File: src/core/vrc_pkg.sv
// package for the video dram random-port host controller
package vrc_pkg;
  // clock rate and timing figures (ns unless marked)
  localparam int CLK_NS = 40;
  localparam int T_RP_NS = 70;
  localparam int T_RAS_NS = 100;
  localparam int T_RCD_NS = 25;
  localparam int T_CAS_NS = 25;
  localparam int T_CP_NS = 15;
  localparam int T_CSR_NS = 10;
  localparam int T_CHR_NS = 20;
  localparam int T_OEA_NS = 25;
  localparam int T_CWD_NS = 50;
  localparam int T_WP_NS = 20;
  localparam int T_REF_MS = 4;
  localparam int T_PWRUP_US = 200;
  localparam int N_ROWS = 256;
  localparam int N_INIT = 8;
  // least times round up to whole cycles; output enable access takes one cycle more
  localparam int C_RP = (T_RP_NS + CLK_NS - 1) / CLK_NS;
  localparam int C_RAS = (T_RAS_NS + CLK_NS - 1) / CLK_NS;
  localparam int C_RCD = (T_RCD_NS + CLK_NS - 1) / CLK_NS;
  localparam int C_CAS = (T_CAS_NS + CLK_NS - 1) / CLK_NS;
  localparam int C_CP = (T_CP_NS + CLK_NS - 1) / CLK_NS;
  localparam int C_CSR = (T_CSR_NS + CLK_NS - 1) / CLK_NS;
  localparam int C_CHR = (T_CHR_NS + CLK_NS - 1) / CLK_NS;
  localparam int C_OEA = (T_OEA_NS + CLK_NS - 1) / CLK_NS + 1;
  localparam int C_CWD = (T_CWD_NS + CLK_NS - 1) / CLK_NS;
  localparam int C_WP = (T_WP_NS + CLK_NS - 1) / CLK_NS;
  // longest time rounds down: refresh period over rows, per-row interval
  localparam int C_REF_ROW = (T_REF_MS * 1000000 / CLK_NS) / N_ROWS;
  localparam int C_PWRUP = T_PWRUP_US * 1000 / CLK_NS;
  // widths
  localparam int AW = 8;
  localparam int DW = 8;
  localparam int CW = 16;
  localparam logic [15:0] CNT_ONE = 16'h0001;
  localparam logic [15:0] CNT_ZERO = 16'h0000;
  localparam logic [7:0] INIT_LAST = 8'h07;
  localparam logic [7:0] BYTE_ZERO = 8'h00;
  localparam logic [7:0] MASK_ALL = 8'hFF;
  localparam logic [7:0] BYTE_ONE = 8'h01;

  // access kinds requested by the user side
  typedef enum logic [1:0] {
    VRC_OP_READ = 2'h0,
    VRC_OP_WRITE = 2'h1,
    VRC_OP_RMW = 2'h2
  } vrc_op_t;

  // one user request
  typedef struct packed {
    vrc_op_t op;
    logic [7:0] row;
    logic [7:0] col;
    logic [7:0] wdata;
    logic [7:0] mask;
    logic use_mask;
    logic page_last;
  } vrc_req_t;

  // strobe bundle driven to the memory
  typedef struct packed {
    logic ras_n;
    logic cas_n;
    logic wmwe_n;
    logic toe_n;
    logic sclk;
  } vrc_strobe_t;

  // controller states, one bit apart from idle through row, column, cas and wel to end
  typedef enum logic [3:0] {
    VRC_PWR = 4'h0,
    VRC_IDLE = 4'h1,
    VRC_RAS = 4'h3,
    VRC_COL = 4'h2,
    VRC_CAS = 4'h6,
    VRC_WEL = 4'h7,
    VRC_END = 4'h5,
    VRC_PRE = 4'h4,
    VRC_CP = 4'hC,
    VRC_RCSR = 4'hD,
    VRC_RREF = 4'hF,
    VRC_INIT = 4'hE
  } vrc_state_t;
endpackage : vrc_pkg

File: src/core/vrc_ctrl.sv
// host controller driving the random port of a dual-port video dram
module vrc_ctrl #(
  parameter int PWRUP_CYC = vrc_pkg::C_PWRUP, // power-up wait in cycles
  parameter int REF_CYC = vrc_pkg::C_REF_ROW, // cycles between row refreshes
  parameter bit USE_CBR = 1'b1 // init with column-first refresh
) (
  input wire logic sys_clk, // 25 MHz clock
  input wire logic nrst, // async reset, active low
  input wire logic req_valid, // user request present
  input wire vrc_pkg::vrc_req_t req, // user request fields
  output logic req_ready, // request taken in the previous cycle
  output logic rsp_valid, // read data valid pulse
  output logic [7:0] rsp_data, // read data
  output logic init_done, // power-up sequence finished
  output logic [7:0] addr, // multiplexed address pins
  output vrc_pkg::vrc_strobe_t strb, // strobes and serial clock
  output logic [7:0] dq_out, // data/mask pin drive
  output logic dq_oe, // data/mask pin enable, high drives
  input wire logic [7:0] dq_in // data/mask pin level
);
  // state and counters
  vrc_pkg::vrc_state_t st_r, st_nxt;
  logic [15:0] cnt_r; // phase timer
  logic [15:0] ref_cnt_r; // refresh interval timer
  logic ref_due_r; // refresh owed
  logic [7:0] init_r; // init cycles done
  logic [7:0] ref_row_r; // next row-only refresh row
  vrc_pkg::vrc_req_t cur_r; // request in flight
  logic [7:0] dq_s1_r, dq_s2_r; // pin synchroniser
  logic in_ref_r; // refresh flag, only ever loaded with zero
  // derived decode
  wire cnt_done = (cnt_r == vrc_pkg::CNT_ZERO);
  wire ref_tick = (ref_cnt_r == vrc_pkg::CNT_ZERO);
  wire is_read = (cur_r.op == vrc_pkg::VRC_OP_READ);
  wire is_rmw = (cur_r.op == vrc_pkg::VRC_OP_RMW);
  wire is_write = (cur_r.op == vrc_pkg::VRC_OP_WRITE);
  wire take = (st_r == vrc_pkg::VRC_IDLE) && cnt_done && !ref_due_r && req_valid
    && init_done;
  wire page_take = (st_r == vrc_pkg::VRC_CP) && cnt_done && req_valid
    && !cur_r.page_last && (req.row == cur_r.row) && !ref_due_r;
  wire init_last = (init_r == vrc_pkg::INIT_LAST);

  // next state
  always_comb begin
    st_nxt = st_r;
    case (st_r)
      vrc_pkg::VRC_PWR: begin
        if (cnt_done) st_nxt = USE_CBR ? vrc_pkg::VRC_RCSR : vrc_pkg::VRC_INIT;
      end
      vrc_pkg::VRC_INIT: begin
        if (cnt_done) st_nxt = vrc_pkg::VRC_PRE;
      end
      vrc_pkg::VRC_IDLE: begin
        // init cycles repeat until all eight are done
        if (cnt_done && !init_done) st_nxt = USE_CBR ? vrc_pkg::VRC_RCSR
          : vrc_pkg::VRC_INIT;
        else if (cnt_done && ref_due_r) st_nxt = vrc_pkg::VRC_RCSR;
        else if (take) st_nxt = vrc_pkg::VRC_RAS;
      end
      vrc_pkg::VRC_RAS: begin
        if (cnt_done) st_nxt = vrc_pkg::VRC_COL;
      end
      vrc_pkg::VRC_COL: st_nxt = vrc_pkg::VRC_CAS;
      vrc_pkg::VRC_CAS: begin
        if (cnt_done) st_nxt = is_rmw ? vrc_pkg::VRC_WEL : vrc_pkg::VRC_END;
      end
      vrc_pkg::VRC_WEL: begin
        if (cnt_done) st_nxt = vrc_pkg::VRC_END;
      end
      vrc_pkg::VRC_END: begin
        if (cnt_done) st_nxt = vrc_pkg::VRC_CP;
      end
      vrc_pkg::VRC_CP: begin
        if (page_take) st_nxt = vrc_pkg::VRC_COL;
        else if (cnt_done) st_nxt = vrc_pkg::VRC_PRE;
      end
      vrc_pkg::VRC_RCSR: begin
        if (cnt_done) st_nxt = vrc_pkg::VRC_RREF;
      end
      vrc_pkg::VRC_RREF: begin
        if (cnt_done) st_nxt = vrc_pkg::VRC_PRE;
      end
      vrc_pkg::VRC_PRE: begin
        if (cnt_done) st_nxt = vrc_pkg::VRC_IDLE;
      end
      default: st_nxt = vrc_pkg::VRC_IDLE;
    endcase
  end

  // phase timer load on each state entry
  logic [15:0] cnt_nxt;
  always_comb begin
    cnt_nxt = cnt_done ? cnt_r : cnt_r - vrc_pkg::CNT_ONE;
    if (st_nxt != st_r || page_take) begin
      case (st_nxt)
        vrc_pkg::VRC_INIT: cnt_nxt = 16'(vrc_pkg::C_RAS);
        vrc_pkg::VRC_RAS: cnt_nxt = 16'(vrc_pkg::C_RCD);
        vrc_pkg::VRC_CAS: cnt_nxt = is_rmw ? 16'(vrc_pkg::C_CWD)
          : 16'(vrc_pkg::C_CAS > vrc_pkg::C_OEA ? vrc_pkg::C_CAS : vrc_pkg::C_OEA);
        vrc_pkg::VRC_WEL: cnt_nxt = 16'(vrc_pkg::C_WP);
        vrc_pkg::VRC_END: cnt_nxt = 16'(vrc_pkg::C_RAS);
        vrc_pkg::VRC_CP: cnt_nxt = 16'(vrc_pkg::C_CP);
        vrc_pkg::VRC_RCSR: cnt_nxt = 16'(vrc_pkg::C_CSR);
        vrc_pkg::VRC_RREF: cnt_nxt = 16'(vrc_pkg::C_RAS > vrc_pkg::C_CHR
          ? vrc_pkg::C_RAS : vrc_pkg::C_CHR);
        vrc_pkg::VRC_PRE: cnt_nxt = 16'(vrc_pkg::C_RP);
        default: cnt_nxt = vrc_pkg::CNT_ZERO;
      endcase
    end
  end

  // state register and timers
  always_ff @(posedge sys_clk or negedge nrst) begin
    if (!nrst) begin
      st_r <= vrc_pkg::VRC_PWR;
      cnt_r <= 16'(PWRUP_CYC); // power-up wait starts at release
    end else begin
      st_r <= st_nxt;
      cnt_r <= cnt_nxt;
    end
  end

  // refresh interval and debt flag; a tick beats the clear
  always_ff @(posedge sys_clk or negedge nrst) begin
    if (!nrst) begin
      ref_cnt_r <= 16'(REF_CYC);
      ref_due_r <= 1'b0;
    end else begin
      ref_cnt_r <= ref_tick ? 16'(REF_CYC) : ref_cnt_r - vrc_pkg::CNT_ONE;
      if (ref_tick && init_done) ref_due_r <= 1'b1;
      else if (st_r == vrc_pkg::VRC_RREF) ref_due_r <= 1'b0;
    end
  end

  // init cycle counter and done flag
  wire init_step = (st_r == vrc_pkg::VRC_PRE) && cnt_done && !init_done;
  always_ff @(posedge sys_clk or negedge nrst) begin
    if (!nrst) begin
      init_r <= vrc_pkg::BYTE_ZERO;
      init_done <= 1'b0;
    end else if (init_step) begin
      init_r <= init_r + vrc_pkg::BYTE_ONE;
      if (init_last) init_done <= 1'b1;
    end
  end

  // request capture
  always_ff @(posedge sys_clk or negedge nrst) begin
    if (!nrst) begin
      cur_r <= '0;
      in_ref_r <= 1'b0;
    end else if (take || page_take) begin
      cur_r <= req;
      in_ref_r <= 1'b0;
    end
  end

  // row-only refresh row counter kept for bookkeeping of refresh spread
  always_ff @(posedge sys_clk or negedge nrst) begin
    if (!nrst) ref_row_r <= vrc_pkg::BYTE_ZERO;
    else if (st_r == vrc_pkg::VRC_INIT && st_nxt == vrc_pkg::VRC_PRE)
      ref_row_r <= ref_row_r + vrc_pkg::BYTE_ONE;
  end

  // data pin synchroniser
  always_ff @(posedge sys_clk or negedge nrst) begin
    if (!nrst) begin
      dq_s1_r <= vrc_pkg::BYTE_ZERO;
      dq_s2_r <= vrc_pkg::BYTE_ZERO;
    end else begin
      dq_s1_r <= dq_in;
      dq_s2_r <= dq_s1_r;
    end
  end

  // pin levels for the next cycle
  wire ras_low = (st_nxt == vrc_pkg::VRC_RAS) || (st_nxt == vrc_pkg::VRC_COL)
    || (st_nxt == vrc_pkg::VRC_CAS) || (st_nxt == vrc_pkg::VRC_WEL)
    || (st_nxt == vrc_pkg::VRC_END) || (st_nxt == vrc_pkg::VRC_CP)
    || (st_nxt == vrc_pkg::VRC_RREF) || (st_nxt == vrc_pkg::VRC_INIT);
  wire cas_low = (st_nxt == vrc_pkg::VRC_CAS) || (st_nxt == vrc_pkg::VRC_WEL)
    || (st_nxt == vrc_pkg::VRC_END) || (st_nxt == vrc_pkg::VRC_RCSR)
    || (st_nxt == vrc_pkg::VRC_RREF);
  wire nx_new = take || page_take;
  vrc_pkg::vrc_req_t nx_req;
  assign nx_req = nx_new ? req : cur_r;
  wire nx_wr = nx_req.op != vrc_pkg::VRC_OP_READ;
  // write/mask line: low at row fall selects masking, low before column early write
  wire we_low = ((st_nxt == vrc_pkg::VRC_RAS) && nx_req.use_mask && nx_wr)
    || ((st_nxt == vrc_pkg::VRC_COL || st_nxt == vrc_pkg::VRC_CAS
      || st_nxt == vrc_pkg::VRC_END) && nx_req.op == vrc_pkg::VRC_OP_WRITE)
    || ((st_nxt == vrc_pkg::VRC_WEL || st_nxt == vrc_pkg::VRC_END)
      && nx_req.op == vrc_pkg::VRC_OP_RMW);
  // output enable low only for reads and the read half of rmw
  wire oe_low = ((st_nxt == vrc_pkg::VRC_CAS) && nx_req.op != vrc_pkg::VRC_OP_WRITE)
    || ((st_nxt == vrc_pkg::VRC_END) && nx_req.op == vrc_pkg::VRC_OP_READ);
  // data drive: mask at row fall, write data for writes
  wire drv_mask = (st_nxt == vrc_pkg::VRC_RAS) && nx_req.use_mask && nx_wr;
  wire drv_data = ((st_nxt == vrc_pkg::VRC_COL || st_nxt == vrc_pkg::VRC_CAS
      || st_nxt == vrc_pkg::VRC_END) && nx_req.op == vrc_pkg::VRC_OP_WRITE)
    || ((st_nxt == vrc_pkg::VRC_WEL || (st_nxt == vrc_pkg::VRC_END && is_rmw))
      && nx_req.op == vrc_pkg::VRC_OP_RMW);
  wire col_phase = (st_nxt == vrc_pkg::VRC_COL) || (st_nxt == vrc_pkg::VRC_CAS)
    || (st_nxt == vrc_pkg::VRC_WEL) || (st_nxt == vrc_pkg::VRC_END);
  wire [7:0] addr_nxt = col_phase ? nx_req.col
    : (st_nxt == vrc_pkg::VRC_INIT ? init_r : nx_req.row);
  // read data taken at the end of the output phase, before any write drive
  wire cap_rd = (st_r == vrc_pkg::VRC_CAS) && cnt_done && !is_write;
  // one serial clock pulse per init precharge
  wire sclk_nxt = (st_r == vrc_pkg::VRC_PRE) && (cnt_r == vrc_pkg::CNT_ONE)
    && !init_done;

  // registered pin outputs; strobes high during reset
  always_ff @(posedge sys_clk or negedge nrst) begin
    if (!nrst) begin
      strb <= '{ras_n: 1'b1, cas_n: 1'b1, wmwe_n: 1'b1, toe_n: 1'b1, sclk: 1'b0};
      addr <= vrc_pkg::BYTE_ZERO;
      dq_out <= vrc_pkg::BYTE_ZERO;
      dq_oe <= 1'b0;
      req_ready <= 1'b0;
      rsp_valid <= 1'b0;
      rsp_data <= vrc_pkg::BYTE_ZERO;
    end else begin
      strb.ras_n <= !ras_low;
      strb.cas_n <= !cas_low;
      strb.wmwe_n <= !we_low;
      strb.toe_n <= !oe_low;
      strb.sclk <= sclk_nxt;
      addr <= addr_nxt;
      dq_out <= drv_mask ? nx_req.mask : nx_req.wdata;
      dq_oe <= drv_mask || drv_data;
      req_ready <= nx_new;
      rsp_valid <= cap_rd;
      if (cap_rd) rsp_data <= dq_s2_r;
    end
  end
endmodule : vrc_ctrl

File: config.mk
export PLATFORM = sky130hd
export DESIGN_NAME = vrc_ctrl
export DESIGN_NICKNAME = d
export VERILOG_FILES = /design/src/core/vrc_pkg.sv /design/src/core/vrc_ctrl.sv
export SDC_FILE = /design/constraint.sdc
export NUM_CORES = 1
export LEC_CHECK = 0
export BUFFER_PORTS_ARGS = -buffer_cell sky130_fd_sc_hd__buf_2
export CAP_MARGIN = 0
export CORE_ASPECT_RATIO = 0.8
export CORE_MARGIN = 1
export CORE_UTILIZATION = 52
export CTS_CLUSTER_SIZE = 25
export DETAILED_ROUTE_END_ITERATION = 16
export PLACE_DENSITY = 0.76
export SLEW_MARGIN = 20
export SYNTH_ARGS = -nofsm -noshare
export SYNTH_HDL_FRONTEND = slang
export SYNTH_SLANG_ARGS = --single-unit
File: constraint.sdc
create_clock -name sys_clk -period 2.9 [get_ports sys_clk]
set_input_delay 0.29 -clock sys_clk [delete_from_list [all_inputs] [get_ports sys_clk]]
set_output_delay 0.29 -clock sys_clk [all_outputs]
set_load 0.02 [all_outputs]
==> results.sh, run 1 <==
export IMPL_antenna_left=0
export IMPL_die_y_um=96.7
export IMPL_ys_seq_area_share_pct=56.1
export IMPL_final_hold_viol_count=0
export IMPL_num_vias=4340
export IMPL_tightest_slew_ns=0.663
export IMPL_synth_area_um2=5830
export IMPL_synthFlopType="dfrtp_1"
export IMPL_synthArstFlopShare_pct=100
export IMPL_power_leakage_nw=3.78
export IMPL_synthXorXnorAreaFrac_pct=6.01
export IMPL_dr_first_iter_drc_count=238
export IMPL_routed_wl_um=13200
export IMPL_synthSimpleGateAreaFrac_pct=15.2
export IMPL_cp_start_kind="register"
export IMPL_dp_slack_ns=-0.0314
export IMPL_cp_data_arrival_time_ns=3.16
export IMPL_drc=0
export IMPL_dr_pass1_iters=4
export IMPL_cp_end_kind="register"
export IMPL_syn_inst=483
export IMPL_synth_top_area_cell="dfrtp_1"
export IMPL_core_area_um2=10900
export IMPL_setup_viol=0
export IMPL_overflow=0
export IMPL_io_pins=80
export IMPL_gp_congestion=0.872
export IMPL_synthAdderAreaFrac_pct=1.07
export IMPL_placementRows=34
export IMPL_fin_total_pwr_mw=4.19
export IMPL_critPathMaxFanout=8
export IMPL_htreeDepth=4
export IMPL_min_from="req[0]"
export IMPL_maxCapViolCount=0
export IMPL_synth_most_common_cell="dfrtp_1"
export IMPL_cts_max_path_buffers=2
export IMPL_r2r_start="cnt_r[1]"
export IMPL_cp_startpoint="cnt_r[1]"
export IMPL_post_drt_wl_per_cell_um=16.7
export IMPL_ys_seq_elements=130
export IMPL_status="finished, final reports clean"
export IMPL_fmax_mhz=349
export IMPL_n_antenna_cell=0
export IMPL_io_buffers=79
export IMPL_avgViaCountPerCell=5.49
export IMPL_syn_avg_cell_area_um2=12.1
export IMPL_min_period_ns=2.87
export IMPL_synth_top_family_by_area="simple AND/OR/NAND/NOR gates"
export IMPL_finClkSkew_ns=0.00623
export IMPL_syn_to_final_growth_pct=31.2
export IMPL_nets=686
export IMPL_yosysWarnings=0
export IMPL_grt_use_total_pct=23.9
export IMPL_ir_drop_mv=0.381
export IMPL_cts_tree="built"
export IMPL_synth_edf_count=0
export IMPL_antenna_found_initial=0
export IMPL_drive_gt1_share_pct=42.4
export IMPL_dieArea_um2=11600
export IMPL_synth_top_cells_by_count="117 x dfrtp_1, 70 x mux2_2, 56 x nor2_1"
export IMPL_crit_type="reg -> reg"
export IMPL_cts_sinks=130
export IMPL_start_util_pct=53.5
export IMPL_syn_num_nets=535
export IMPL_min_period_over_period_pct=98.8
export IMPL_synth_compound_area_share_pct=5.73
export IMPL_root_buffer="clkbuf_16"
export IMPL_hold_class="in -> reg"
export IMPL_drv_slew=0
export IMPL_rsz0062_at_grt="yes"
export IMPL_ys_types=60
export IMPL_die_w_um=120
export IMPL_insertion_delay_ns=0.41
export IMPL_post_dp_hpwl_um=9090
export IMPL_grt_pass1_vias=4371
export IMPL_worst_slack_ns=0.0335
export IMPL_numCtsBuffers=17
export IMPL_synth_top_cell_area_share_pct=50.2
export IMPL_path_clk_slew_ns=0.06
export IMPL_cellPowerDensity_nw_per_um2=548
export IMPL_crit_required_ns=3.20
export IMPL_grt_first_pass_wirelength_um=21400
export IMPL_synth_mux_area_share_pct=14.0
export IMPL_yosys_top_cells_area="dfrtp_1 50%, mux2_2 14%, dfstp_2 5.9%"
export IMPL_slew_headroom_pct=55.8
export IMPL_grt_max_degree=54
worst max-delay path, cell delays in order (launching register included):
cell and delay (ns):
dfrtp_1 0.39, inv_2 0.09, ha_4 0.15, or3b_4 0.41
nor4_4 0.32, buf_6 0.18, a31oi_4 0.10, o211ai_4 0.24
nand4b_4 0.24, mux2_4 0.37, mux2_4 0.26
metal layers:
layer,vias up,wire (um),track usage (%)
met5,-,0,0
met4,0,206,7.41
met1,2181,6090,32.2
met2,116,6320,38.4
met3,18,610,5.72
li1,2025,-,-
cells in the final DEF, fill, tap and decap left out, types with 4 or more instances in the layout:
master / Yosys / layout
nand2b_1: 7 / 7
inv_1: 11 / 9
nand2_1: 31 / 29
ha_1: 5 / 4
buf_12: 0 / 6
buf_2: 3 / 78
or3_1: 4 / 4
dfrtp_1: 117 / 117
xnor2_1: 32 / 32
o21ai_0: 9 / 9
bufinv_16: 0 / 4
nor4_1: 11 / 10
nand3_1: 7 / 7
nand3b_1: 4 / 4
buf_4: 1 / 50
nor3_1: 8 / 8
dfstp_2: 13 / 13
nand4_1: 9 / 9
a21oi_1: 10 / 9
mux2_2: 70 / 68
nor2_1: 56 / 56
clkbuf_16: 0 / 17
xor2_1: 8 / 8
dlygate4sd3_1: 0 / 9
path summary, 6_finish.rpt:
check	end	cells past startpoint	slack [ns]
max	addr[0]	10	0.03
min	cur_r[0]	2	0.11
max reg2reg	addr[0]	10	0.03
min reg2reg	dq_s2_r[2]	0	0.35
max in group asynchronous	strb[2]	3	1.61
min in group asynchronous	addr[1]	2	0.45
where the power goes:
group	total, mW	switching (mW)	internal (mW)	leakage, nW
logic	0.0922	0.0532	0.0390	1.76
registers	1.83	0.00291	1.83	1.71
clock network	2.27	0.809	1.46	0.308
state kept, by name, indices dropped and copies added, names as in the netlist:
name,flops
cur_r,36
dq_s1_r,8
cnt_r,16
req_ready,1
dq_oe,1
init_done,1
ref_cnt_r,16
dq_s2_r,8
strb,5
init_r,8
dq_out,8
rsp_valid,1
addr,8
ref_due_r,1
rsp_data,8
st_r,4
area by class of cell:
type,instances,area [um^2]
inverters,11,41.3
well taps,144,180
clock inverters,12,179
multi-input cells,328,2530
clock buffers,19,443
repair buffers,146,1010
flip-flops and latches,130,3270
fillers,791,3240
through the flow:
stage | utilization (%) | setup TNS (ns) | hold WS, ns | instance area [um^2] | cells
finish | 70.3 | 0 | 0.114 | 7650 | 790
global route | 70.3 | -0.275 | 0.108 | 7650 | 790
CTS | 68.9 | 0 | 0.108 | 7510 | 780
detailed placement | 62.2 | -0.231 | 0.336 | 6770 | 738
global placement | 62.2 | 0 | 0.332 | 6770 | 738
floorplan | - | 0 | -0.00559 | 5830 | 483
what timing repair did:
action	in CTS	in global routing
endpoints found under the setup margin	17	32
setup buffers	2	10
hold endpoints to repair	59	0
pin swaps	2	10
hold buffers	9	0
gates resized for setup	2	17
cell families after synthesis:
| logic type | Yosys count |
|---|---|
| buffers and inverters | 25 |
| and+or+nand+nor | 163 |
| adders and majority gates | 5 |
| DFF | 130 |
| muxes | 73 |
| xor gates and xnor gates | 40 |
| AOI/OAI and AO/OA | 47 |
(Power assumes the default switching activity.)
==> run 2, diff against run 1 <==
ABC_AREA = 0   (was unset)
clock period = 2.55 ns   (was 2.9 ns; I/O delays follow)
==> results.sh, run 2 (synthesis results as in run 1) <==
export IMPL_status="complete, but fails checks"
export IMPL_violations="setup timing"
export IMPL_cts_max_path_buffers=2
export IMPL_start_util_pct=53.5
export IMPL_die_w_um=120
export IMPL_dp_cells=772
export IMPL_post_dp_hpwl_um=9860
export IMPL_num_vias=4527
export IMPL_path_clk_slew_ns=0.05
export IMPL_tns_ns=-4.57
export IMPL_antenna_left=0
export IMPL_ir_drop_mv=0.515
export IMPL_htreeDepth=4
export IMPL_largest_register_ffs=36
export IMPL_syn_to_final_growth_pct=39.3
export IMPL_root_buffer="clkbuf_16"
export IMPL_critPathTopFamily="simple AND/OR/NAND/NOR gates"
export IMPL_setup_viol=35
export IMPL_slew_headroom_pct=60.0
export IMPL_drc=0
export IMPL_rsz0062_at_grt="yes"
export IMPL_regMostFlops="cur_r"
export IMPL_nFillCells=701
export IMPL_min_period_ns=2.81
export IMPL_grt_first_pass_wirelength_um=24800
export IMPL_drive_gt1_share_pct=49.6
export IMPL_fin_util_pct=74.6
export IMPL_n_antenna_cell=0
export IMPL_cts_tree="built"
export IMPL_grt_use_total_pct=28.0
export IMPL_grt_max_degree=60
export IMPL_antenna_found_initial=0
export IMPL_cts_sinks=130
export IMPL_worst_path_buf_inv=1
export IMPL_nets=716
export IMPL_drv_slew=0
export IMPL_routed_wl_um=15100
export IMPL_io_buffers=79
export IMPL_critical_path_slowest_cell="or3_4"
export IMPL_cp_data_arrival_time_ns=3.11
export IMPL_mostFrequentLayoutCells="117 x dfrtp_1, 79 x buf_4, 78 x buf_2"
export IMPL_finClkSkew_ns=0.0137
export IMPL_cp_end_kind="register"
export IMPL_cp_start_kind="register"
export IMPL_reg_top3="cur_r (36), cnt_r (16), ref_cnt_r (16)"
export IMPL_fin_total_pwr_mw=4.84
export IMPL_cp_cell_sequence="and2_1 -> nand4_1 -> or3_4 -> a211o_1 -> a221o_1 -> nor3_4 -> buf_12 -> mux2_4"
export IMPL_maxCapViolCount=0
export IMPL_fmax_mhz=356
export IMPL_final_hold_viol_count=0
export IMPL_cellPowerDensity_nw_per_um2=596
export IMPL_insertion_delay_ns=0.42
export IMPL_hold_class="in -> reg"
export IMPL_avgViaCountPerCell=5.51
export IMPL_dr_pass1_iters=5
export IMPL_gp_congestion=0.919
export IMPL_grt_pass1_vias=4862
export IMPL_die_y_um=96.7
export IMPL_numCtsBuffers=17
export IMPL_power_leakage_nw=3.96
export IMPL_min_period_over_period_pct=110
export IMPL_crit_type="reg -> reg"
export IMPL_cpPeakStageDelay_ns=0.49
export IMPL_tightest_slew_ns=0.600
export IMPL_io_pins=80
export IMPL_core_area_um2=10900
export IMPL_placementRows=34
export IMPL_stdcell_count=821
export IMPL_worst_slack_ns=-0.262
export IMPL_dr_first_iter_drc_count=255
export IMPL_overflow=0
export IMPL_dieArea_um2=11600
export IMPL_final_common_cell="dfrtp_1"
export IMPL_crit_required_ns=2.85
export IMPL_post_drt_wl_per_cell_um=18.4
export IMPL_critPathMaxFanout=8
[run 2: changes by cell type in the layout (fill, tap and decap cells not counted), sizes merged]
| cell | change |
|---|---|
| clkinv | -3 |
| buf | +30 |
| clkinvlp | +2 |
| inv | -1 |
| clkbuf | +3 |
[run 2: power by group]
group	internal, mW	leakage (nW)	switching [mW]
Combinational	0.0454	1.94	0.0644
Sequential	2.08	1.71	0.00314
Clock	1.72	0.308	0.928
[run 2: timing repair]
item / in CTS / in global routing
setup endpoints to repair: 36 / 40
pin swaps: 15 / 18
hold buffers: 9 / 0
endpoints found under the hold margin: 54 / 0
cloned: 1 / 0
buffers inserted: 5 / 2
resized for setup: 41 / 33
[run 2: area by class of cell]
cell class / count / area (um^2) / area share [%]
timing repair buffer: 176 / 1220 / 15.0
sequential: 130 / 3270 / 40.2
clock inverter: 10 / 170 / 2.09
multi-input combinational: 328 / 2770 / 34.1
clock buffer: 22 / 474 / 5.84
tap: 144 / 180 / 2.22
inverter: 11 / 41.3 / 0.508
[run 2: metal layers]
| metal | global-route usage [%] | wire (um) | up-vias |
|---|---|---|---|
| met2 | 45.4 | 7470 | 156 |
| met1 | 37.1 | 6560 | 2280 |
| met5 | 0 | 0 | - |
| met4 | 8.74 | 195 | 0 |
| met3 | 6.96 | 907 | 22 |
| li1 | - | - | 2069 |
[run 2: path summary, 6_finish.rpt]
path | cells past startpoint | to | slack (ns) | startpoint
max | 8 | dq_out[5] | -0.26 | st_r[3]
min | 2 | cur_r[0] | 0.07 | req[0]
max reg2reg | 8 | dq_out[5] | -0.26 | st_r[3]
min reg2reg | 0 | dq_s2_r[4] | 0.35 | dq_s1_r[4]
max in group asynchronous | 3 | ref_cnt_r[2] | 1.35 | nrst
min in group asynchronous | 2 | cur_r[20] | 0.39 | nrst
[run 2: stage by stage]
stage	hold WS, ns	setup slack, ns	instance area, um^2
floorplan	-0.0406	-0.195	5860
global placement	0.292	-0.212	7030
detailed placement	0.296	-0.325	7030
CTS	0.0618	-0.230	7990
global route	0.0750	-0.327	8120
finish	0.0729	-0.262	8120
